<file path="src/hdl/afe_cfg_map.svh">
// register offsets, field positions and reset values of the front-end config bank
// assumes inclusion by bare name; definitions only
`ifndef AFE_CFG_MAP_SVH
`define AFE_CFG_MAP_SVH
// ------------------------------------------------------------
// offsets
// ------------------------------------------------------------
`define AFE_OFS_CAL 16'h0701
`define AFE_OFS_REF 16'h18A6
`define AFE_OFS_CMB 16'h18E3
`define AFE_OFS_TDE 16'h18E6
`define AFE_OFS_CPL 16'h1908
`define AFE_OFS_FS 16'h1910
// ------------------------------------------------------------
// reset values and codes
// ------------------------------------------------------------
`define AFE_RST_CAL 8'h06
`define AFE_CAL_DIS 8'h06
`define AFE_CAL_EN 8'h86
`define AFE_RST_REF 1'h0
`define AFE_RST_CMB_EN 1'h0
`define AFE_RST_CMB_LVL 6'h00
`define AFE_RST_TDE 8'h00
`define AFE_RST_CPL 1'h0
`define AFE_RST_FS 4'hD
// ------------------------------------------------------------
// field positions
// ------------------------------------------------------------
`define AFE_REF_BIT 0
`define AFE_CMB_EN_BIT 6
`define AFE_CMB_LVL_MSB 5
`define AFE_CPL_BIT 2
`define AFE_FS_MSB 3
`define AFE_TDE_SRC_MSB 7
`define AFE_TDE_SRC_LSB 4
`define AFE_TDE_SRC_CEN 4'h0
`define AFE_TDE_SRC_A 4'h4
`define AFE_TDE_SRC_B 4'h5
`define AFE_TDE_MODE_MSB 1
`endif

</file>
<file path="src/hdl/afe_pkg.sv">
// types shared by the front-end config bank
// assumes nothing beyond a SystemVerilog compiler
package afe_pkg;
  typedef enum logic [2:0] {
    AFE_DIODE_NONE = 3'h1,
    AFE_DIODE_CENTRAL = 3'h2,
    AFE_DIODE_CHAN_A = 3'h4
  } afe_dsel_dummy_t;
  typedef enum logic [3:0] {
    AFE_DS_OFF = 4'h1,
    AFE_DS_CENTRAL = 4'h2,
    AFE_DS_CHAN_A = 4'h4,
    AFE_DS_CHAN_B = 4'h8
  } afe_diode_t;
  typedef enum logic [3:0] {
    AFE_PIN_HIZ = 4'h1,
    AFE_PIN_X1 = 4'h2,
    AFE_PIN_X20 = 4'h4,
    AFE_PIN_GND = 4'h8
  } afe_pin_t;
endpackage

</file>
<file path="src/hdl/afe_diode_dec.sv">
// decoder of the temperature diode export code into source and pin mode
// assumes a stored 8-bit code; purely combinational
`timescale 1ns/1ps
`include "afe_cfg_map.svh"
module afe_diode_dec
  import afe_pkg::*;
(
  input wire logic [7:0] code,
  output afe_diode_t diode_src,
  output afe_pin_t pin_mode
);
  // ------------------------------------------------------------
  // source and pin decode
  // ------------------------------------------------------------
  logic [3:0] src_field;
  logic listed;
  assign src_field = code[`AFE_TDE_SRC_MSB:`AFE_TDE_SRC_LSB];
  assign listed = (code[3:2] == 2'h0);

  // codes with bits 3:2 nonzero park on diode off, high-Z
  always_comb begin
    diode_src = AFE_DS_OFF;
    pin_mode = AFE_PIN_HIZ;
    if (listed) begin
      unique case (src_field)
        `AFE_TDE_SRC_CEN: diode_src = AFE_DS_CENTRAL;
        `AFE_TDE_SRC_A: diode_src = AFE_DS_CHAN_A;
        `AFE_TDE_SRC_B: diode_src = AFE_DS_CHAN_B;
        default: diode_src = AFE_DS_OFF;
      endcase
      unique case (code[`AFE_TDE_MODE_MSB:0])
        2'h0: pin_mode = (src_field == `AFE_TDE_SRC_CEN) ? AFE_PIN_X1 : AFE_PIN_HIZ;
        2'h1: pin_mode = AFE_PIN_X1;
        2'h2: pin_mode = AFE_PIN_X20;
        2'h3: pin_mode = AFE_PIN_GND;
      endcase
    end
  end
endmodule

</file>
<file path="src/hdl/afe_cfg_regs.sv">
// configuration register bank steering the analog front end
// assumes a plain register port: strobes one cycle, read data the next cycle
//
// Function
// - calibration register resets to disable code; enable/disable codes written freely
// - diode code resets zero, central diode; 0x02 twenty times, 0x03 ground
// - codes 0x40 to 0x43 pick channel A diode, four pin modes
// - codes 0x50 to 0x53 pick channel B diode, four pin modes
// - coupling bit two: 0 ac optimised, 1 dc optimised
// - full-scale trim resets to 0xD, 1.7 V, upper bits reserved
// - trim codes map to the printed full-scale voltages
//
// Implementation choice: the address-and-strobe port.
`timescale 1ns/1ps
`include "afe_cfg_map.svh"
module afe_cfg_regs
  import afe_pkg::*;
(
  input wire logic mclk,
  input wire logic sys_rst,
  input wire logic [15:0] reg_addr,
  input wire logic [7:0] reg_wdata,
  input wire logic reg_wr,
  input wire logic reg_rd,
  output logic [7:0] reg_rdata,
  output logic offset_cal_enable,
  output logic ext_reference_sel,
  output logic cm_buffer_enable,
  output logic [5:0] common_mode_level,
  output afe_diode_t diode_src,
  output afe_pin_t diode_pin_mode,
  output logic dc_coupling_opt,
  output logic [3:0] full_scale_trim
);
  // ------------------------------------------------------------
  // register state
  // ------------------------------------------------------------
  logic [7:0] cal_reg, next_cal_reg;
  logic ref_reg, next_ref_reg;
  logic cmb_en, next_cmb_en;
  logic [5:0] cmb_lvl, next_cmb_lvl;
  logic [7:0] tde_reg, next_tde_reg;
  logic cpl_reg, next_cpl_reg;
  logic [3:0] fs_reg, next_fs_reg;
  logic [7:0] next_rdata;

  // one-hot address match, shared by write and read paths
  function automatic logic hit(input logic [15:0] a, input logic [15:0] ofs);
    hit = (a == ofs);
  endfunction

  // next values: writes land, reserved bits dropped
  always_comb begin
    next_cal_reg = cal_reg;
    next_ref_reg = ref_reg;
    next_cmb_en = cmb_en;
    next_cmb_lvl = cmb_lvl;
    next_tde_reg = tde_reg;
    next_cpl_reg = cpl_reg;
    next_fs_reg = fs_reg;
    if (reg_wr) begin
      if (hit(reg_addr, `AFE_OFS_CAL)) next_cal_reg = reg_wdata;
      if (hit(reg_addr, `AFE_OFS_REF)) next_ref_reg = reg_wdata[`AFE_REF_BIT];
      if (hit(reg_addr, `AFE_OFS_CMB)) begin
        next_cmb_en = reg_wdata[`AFE_CMB_EN_BIT];
        next_cmb_lvl = reg_wdata[`AFE_CMB_LVL_MSB:0];
      end
      if (hit(reg_addr, `AFE_OFS_TDE)) next_tde_reg = reg_wdata;
      if (hit(reg_addr, `AFE_OFS_CPL)) next_cpl_reg = reg_wdata[`AFE_CPL_BIT];
      if (hit(reg_addr, `AFE_OFS_FS)) next_fs_reg = reg_wdata[`AFE_FS_MSB:0];
    end
  end

  // read mux, reserved and unmapped read zero
  always_comb begin
    next_rdata = 8'h00;
    if (reg_rd) begin
      if (hit(reg_addr, `AFE_OFS_CAL)) next_rdata = cal_reg;
      if (hit(reg_addr, `AFE_OFS_REF)) next_rdata = {7'h00, ref_reg};
      if (hit(reg_addr, `AFE_OFS_CMB)) next_rdata = {1'h0, cmb_en, cmb_lvl};
      if (hit(reg_addr, `AFE_OFS_TDE)) next_rdata = tde_reg;
      if (hit(reg_addr, `AFE_OFS_CPL)) next_rdata = {5'h00, cpl_reg, 2'h0};
      if (hit(reg_addr, `AFE_OFS_FS)) next_rdata = {4'h0, fs_reg};
    end
  end

  // state registers with reset values
  always_ff @(posedge mclk) begin
    if (sys_rst) begin
      cal_reg <= `AFE_RST_CAL;
      ref_reg <= `AFE_RST_REF;
      cmb_en <= `AFE_RST_CMB_EN;
      cmb_lvl <= `AFE_RST_CMB_LVL;
      tde_reg <= `AFE_RST_TDE;
      cpl_reg <= `AFE_RST_CPL;
      fs_reg <= `AFE_RST_FS;
      reg_rdata <= 8'h00;
    end else begin
      cal_reg <= next_cal_reg;
      ref_reg <= next_ref_reg;
      cmb_en <= next_cmb_en;
      cmb_lvl <= next_cmb_lvl;
      tde_reg <= next_tde_reg;
      cpl_reg <= next_cpl_reg;
      fs_reg <= next_fs_reg;
      reg_rdata <= next_rdata;
    end
  end

  // ------------------------------------------------------------
  // analog control outputs
  // ------------------------------------------------------------
  assign offset_cal_enable = (cal_reg == `AFE_CAL_EN);
  assign ext_reference_sel = ref_reg;
  assign cm_buffer_enable = cmb_en;
  assign common_mode_level = cmb_lvl;
  assign dc_coupling_opt = cpl_reg;
  assign full_scale_trim = fs_reg;

  // diode routing decode
  afe_diode_dec u_dec (
    .code(tde_reg),
    .diode_src(diode_src),
    .pin_mode(diode_pin_mode)
  );
endmodule

</file>
<file path="config.mk">
export PLATFORM = sky130hd
export DESIGN_NAME = afe_cfg_regs
export DESIGN_NICKNAME = d
export VERILOG_FILES = /design/src/hdl/afe_pkg.sv /design/src/hdl/afe_diode_dec.sv /design/src/hdl/afe_cfg_regs.sv
export VERILOG_INCLUDE_DIRS = /design/src /design/src/hdl
export SDC_FILE = /design/constraint.sdc
export NUM_CORES = 1
export LEC_CHECK = 0
export BUFFER_PORTS_ARGS = -buffer_cell sky130_fd_sc_hd__buf_2
export CORE_MARGIN = 1.5
export CORE_UTILIZATION = 54
export CTS_CLUSTER_DIAMETER = 50
export DETAILED_ROUTE_END_ITERATION = 8
export PLACE_DENSITY = 0.89
export SLEW_MARGIN = 20
export SYNTH_ARGS = -nofsm -noshare
export SYNTH_HDL_FRONTEND = slang
export SYNTH_SLANG_ARGS = --single-unit
export TNS_END_PERCENT = 50
</file>
<file path="constraint.sdc">
create_clock -name mclk -period 4.2 [get_ports mclk]
set_clock_uncertainty 0.05 [all_clocks]
set_input_delay 0.84 -clock mclk [delete_from_list [all_inputs] [get_ports mclk]]
set_output_delay 0.84 -clock mclk [all_outputs]
set_load 0.005 [all_outputs]
</file>
Word level (Yosys, flattened, before mapping)
Index checks and enable logic that the tools add are counted.
{"block": "word_totals", "regBits": 37, "latchBits": 0, "mem_bits_rw": 0, "rom_bits": 0, "in_bits": 28, "output_inout_bits": 30, "word_cells": 44, "n_memories": 0}
{"block": "op_classes", "addsub": 0, "mul": 0, "div_mod_pow": 0, "order_cmp": 0, "eq_ne": 12, "shift": 0, "muxes": 11, "bitwise": 1, "reduce_logical": 11}
{"op": "16-bit by 13-bit equality test with 1-bit output (second input constant)", "count": 5}
{"op": "8-bit 2-to-1 mux", "count": 4}
{"op": "16-bit by 11-bit equality test with 1-bit output (second input constant)", "count": 1}
{"op": "4-bit 2-to-1 mux", "count": 4}
{"op": "4-bit one-hot mux with 4 select lines", "count": 1}
{"op": "4-bit one-hot mux with 3 select lines", "count": 1}
{"op": "2-bit AND reduction", "count": 6}
{"op": "4-bit by 3-bit equality test with 1-bit output (second input constant)", "count": 2}
{"op": "8-bit equality test (second input constant)", "count": 1}
{"op": "2-bit equality test (second input constant)", "count": 2}
{"op": "2-bit logical NOT", "count": 2}
{"op": "4-bit logical NOT", "count": 1}
{"op": "4-bit OR reduction", "count": 1}
{"op": "2-bit by 1-bit equality test with 1-bit output (second input constant)", "count": 1}
{"op": "2-bit 2-to-1 mux", "count": 1}
{"op": "2-bit OR reduction", "count": 1}
{"op": "1-bit inverter", "count": 1}

Longest topological paths before layout
{"block": "logic_depth", "depth_word": 7, "depth_mapped": 7, "mapped_depth_nobuf": 5}

Cells and area by module
A second synthesis with hierarchy kept.
{"block": "unflattened", "cells_unflattened": 194, "hier_area_um2": 1760.4}
{"module": "afe_cfg_regs", "instances": 1, "cells_each": 181, "area_per_inst_um2": 1666.6}
{"module": "afe_diode_dec", "instances": 1, "cells_each": 13, "area_per_inst_um2": 93.8}

Least setup slack after synthesis
Ideal clock, no wire load.
{"block": "synth_timing", "path_type": "input port to flip-flop", "start": "in reg_addr[15]", "end": "reg reg_rdata[0]", "t_arrival_ns": 2.499, "setup_slack_ns": 1.521, "path_stages": 6, "n_path_buf": 1, "path_cell_list": "or4b_1 -> buf_2 -> or4_4 -> o21bai_4 -> a311o_4 -> o221ai_2"}
{"block": "synth_via", "elab_chain_cells": 7}
{"element": "from (decl)", "line": "afe_cfg_regs.sv:21", "text": "input wire logic [15:0] reg_addr,"}
{"element": "16-bit by 11-bit equality test with 1-bit output", "line": "afe_cfg_regs.sv:49", "text": "hit = (a == ofs);"}
{"element": "8-bit 2-to-1 mux", "line": "afe_cfg_regs.sv:78", "text": "if (hit(reg_addr, `AFE_OFS_CAL)) next_rdata = cal_reg;"}
{"element": "8-bit 2-to-1 mux", "line": "afe_cfg_regs.sv:79", "text": "if (hit(reg_addr, `AFE_OFS_REF)) next_rdata = {7'h00, ref_reg};"}
{"element": "8-bit 2-to-1 mux", "line": "afe_cfg_regs.sv:80", "text": "if (hit(reg_addr, `AFE_OFS_CMB)) next_rdata = {1'h0, cmb_en, cmb_lvl};"}
{"element": "8-bit 2-to-1 mux", "line": "afe_cfg_regs.sv:81", "text": "if (hit(reg_addr, `AFE_OFS_TDE)) next_rdata = tde_reg;"}
{"element": "4-bit 2-to-1 mux", "line": "afe_cfg_regs.sv:82", "text": "if (hit(reg_addr, `AFE_OFS_CPL)) next_rdata = {5'h00, cpl_reg, 2'h0};"}
{"element": "4-bit 2-to-1 mux (*)", "line": "afe_cfg_regs.sv:83", "text": "if (hit(reg_addr, `AFE_OFS_FS)) next_rdata = {4'h0, fs_reg};"}
{"element": "to (signal assigned)", "line": "afe_cfg_regs.sv:106", "text": "reg_rdata <= next_rdata;"}
{"element": "to (decl)", "line": "afe_cfg_regs.sv:25", "text": "output logic [7:0] reg_rdata,"}
Mark *: on every way between the ends. The rest lies on a longest branch, timed or not.
A chain may end at the register's enable or synchronous reset.

Worst setup path in the final report
{"block": "layout_timing", "start": "reg tde_reg[2]", "end": "out diode_pin_mode[0]"}
{"block": "layout_via", "elab_chain_cells": 2}
{"element": "from (decl)", "line": "afe_cfg_regs.sv:42", "text": "logic [7:0] tde_reg, next_tde_reg;"}
{"element": "from (signal assigned)", "line": "afe_cfg_regs.sv:94", "text": "tde_reg <= `AFE_RST_TDE;"}
{"element": "from (signal assigned)", "line": "afe_cfg_regs.sv:103", "text": "tde_reg <= next_tde_reg;"}
{"element": "2-bit logical NOT", "line": "afe_diode_dec.sv:18", "text": "assign listed = (code[3:2] == 2'h0);"}
{"element": "4-bit 2-to-1 mux", "line": "afe_diode_dec.sv:24", "text": "if (listed) begin"}
{"element": "to (decl)", "line": "afe_cfg_regs.sv:31", "text": "output afe_pin_t diode_pin_mode,"}
No other way between the ends.

==> results.txt <==
Finished Layout Cells: 312
Syn Area/Cell: 8.45 µm²
Die ar.: 3690 µm²
Share of the synthesized area in the top cell type: 41.2%
Synth Instances: 213
Num ports: 58
Drt first-iter violations: 126
Placed Cells: 304
Dominant cell type by area after synthesis: dfxtp_1
Gate power share: 7.3%
Max clock buf depth: 2
Max-Cap Viols: 0
Fin nets: 295
Actual slew at the worst max-slew pin: 0.686 ns
DIE HEIGHT: 60.7 µm
Post-synth ARST share: 0%
Clock Pin Slew Worst Setup and Hold Paths: 0.11 ns
Most common library cell in the layout ignoring fill and taps: buf_2
Ratio of cells with drive above 1 in the final layout: 28.4%
Horiz. Die Dim: 60.7 µm
Commonest non-fill, non-tap cells in the layout: buf_2, dfxtp_1, nand2_1
Crit. End Element: output port
Final ANT Viol Nets: 0
Post-cts gate resize count: 0
Post-synth cell types: 47
Period Utilization, post-route: 63.5%
Placed wire-length estimate: 3350 µm
Final setup violation count: 0
WP data required: 3.31 ns
Hold buffers post-CTS: 0
Peak VDD IR: 195 µV
Internal: 0.449 mW
P_sw: 0.150 mW
P per Cell Area: 280 nW/µm²
Initial antenna violation count: 0
WL/cell: 14.8 µm
Status: completed
Multiplexer area fraction after synthesis: 2.23%
Htree depth: 2
Drt via density: 5.98
Hold path cells: 2
IO Port Bufs: 57
Pin count of the biggest net entering global routing: 29
Residual DRC count: 0
Adder-cell share of the synthesized area: 0%
Top cells by area, synth: dfxtp_1, nand3_1, nand2_1
Crit-path max FO: 4
Vias in the first global route: 1597
Compound-gate portion of the synthesized area: 18.1%
Sw Ratio: 25.1%
Flops & latches, synth: 37
Reg2reg setup slack: 3.08 ns
RSZ-0062 raised after global routing: no
WHS: 0.427 ns
Post-synth EDFFs: 0
Max Fclk: 375 MHz
Min Clock Period, post-route: 2.67 ns
Largest family of logic cells by synthesized area: simple AND/OR/NAND/NOR gates
Power share of the clock group: 34.1%
DR pass1 iterations: 5
Cell Area, Synth: 1800 µm²
Leakage: 0.876 nW
Synth Area in XOR/XNOR: 0%
Final GP Congestion: 0.871
Startpoint Class: flop
Postcts setup bufs: 0
Core area: 3100 µm²
WL final: 4610 µm
Max_slew headroom: 54.2%
Initial core utilization: 58.0%
CP Data Arrival Time: 1.78 ns
Cell Rows: 20
TNS Setup: 0 ns
First-pass GRT wire length: 7360 µm
Clk sink count: 37
Worst skew pair latency: 0.35 ns
Post-Syn Nets: 241
Simple-Gate Fraction of Synth Area: 33.7%
Area growth, synth to finish: 18.9%
Hold_sp: cal_reg[7]
Num CTS Buffers: 5
Global-route usage over all layers: 27.2%
Worst Hold Class: flop to flop
Fin. max-slew vios: 0
Sequential share of the synthesized area: 41.2%
Ys flop type: dfxtp_1
GRT Residual Overflow: 0
Hold Crit Endpoint: cal_reg[7]
CTS tree: built
Vias: 1867
Clock root buffer: clkbuf_4
Sequential share of power: 58.6%
Number of diodes: 0
Synth warn: 0
Final hold viol count: 0
Cell depth of the worst flop-to-flop path: 3
Crit Path Class: flop to output port
RR Startpoint: ext_reference_sel
# fillers: 290
Reg-to-Reg End: reg_rdata[0]
==> metrics by stage <==
step | power, mW | util [%] | setup WS (ns) | cell area [µm²]
after floorplan | 0.381 | - | 1.52 | 1800
after global placement | 0.401 | 66.9 | 1.29 | 2070
after detailed placement | 0.402 | 66.9 | 1.25 | 2070
after CTS | 0.599 | 69.0 | 1.52 | 2140
after global routing | 0.618 | 69.0 | 1.37 | 2140
final | 0.599 | 69.0 | 1.53 | 2140
==> power groups by stage <==
stage | Combinational, mW | Sequential [mW] | Clock (mW)
after floorplan | 0.0223 | 0.359 | 0
after global placement | 0.0425 | 0.359 | 0
after detailed placement | 0.0429 | 0.359 | 0
after CTS | 0.0430 | 0.351 | 0.205
after global routing | 0.0476 | 0.351 | 0.219
final | 0.0438 | 0.351 | 0.204
==> worst max path at each step <==
stage / start / to / slack (ns) / cells after the start
after CTS: tde_reg[2] / diode_pin_mode[0] / 1.52 / 4
after global placement: reg_addr[15] / common_mode_level[5] / 1.29 / 6
after floorplan: reg_addr[15] / reg_rdata[0] / 1.52 / 6
after detailed placement: reg_addr[15] / reg_rdata[0] / 1.25 / 6
final: tde_reg[2] / diode_pin_mode[0] / 1.53 / 4
after global routing: tde_reg[2] / diode_pin_mode[0] / 1.37 / 4
==> cell usage after synthesis, types with 2 or more instances <==
master / number
buf_6: 2
and4b_1: 2
mux2i_1: 4
inv_1: 6
nor2_1: 18
nand2_1: 32
nand4b_1: 2
o21ai_1: 2
nor3b_1: 2
and2_1: 2
a21oi_1: 22
o21ai_0: 3
nor2b_1: 2
a222oi_1: 3
or4b_1: 2
a22o_1: 3
or3_1: 2
a211o_1: 3
nor4_1: 4
clkbuf_1: 2
nand3_1: 25
and3_1: 2
a22oi_1: 5
dfxtp_1: 37
buf_2: 4
==> cell families after synthesis <==
group                  count (synthesis)
buffers and inverters                 16
and+or+nand+nor                      110
muxes                                  4
DFF                                   37
AOI/OAI and AO/OA                     46
==> critical path: stages, from the launching register on <==
cell,delay (ns)
dfxtp_1,0.35
nor4_1,0.61
nand2_1,0.18
and2_1,0.18
buf_2,0.12
==> metal layers <==
layer / track usage [%] / wire length (µm) / vias up
li1: - / - / 887
met1: 35.4 / 1980 / 888
met2: 42.7 / 2210 / 86
met3: 7.25 / 370 / 6
met4: 11.5 / 48 / 0
met5: 0 / 0 / -
==> area by class of cell <==
type,count,area [µm²],share of cell area [%]
Clock inverter,2,13.8,0.643
Inverter,6,22.5,1.05
Sequential cell,37,741,34.6
Multi-Input combinational cell,160,971,45.4
Clock buffer,6,51.3,2.40
Timing Repair Buffer,57,285,13.3
Tap cell,44,55.1,2.57
Note: power is estimated with default switching activity, not from simulation.
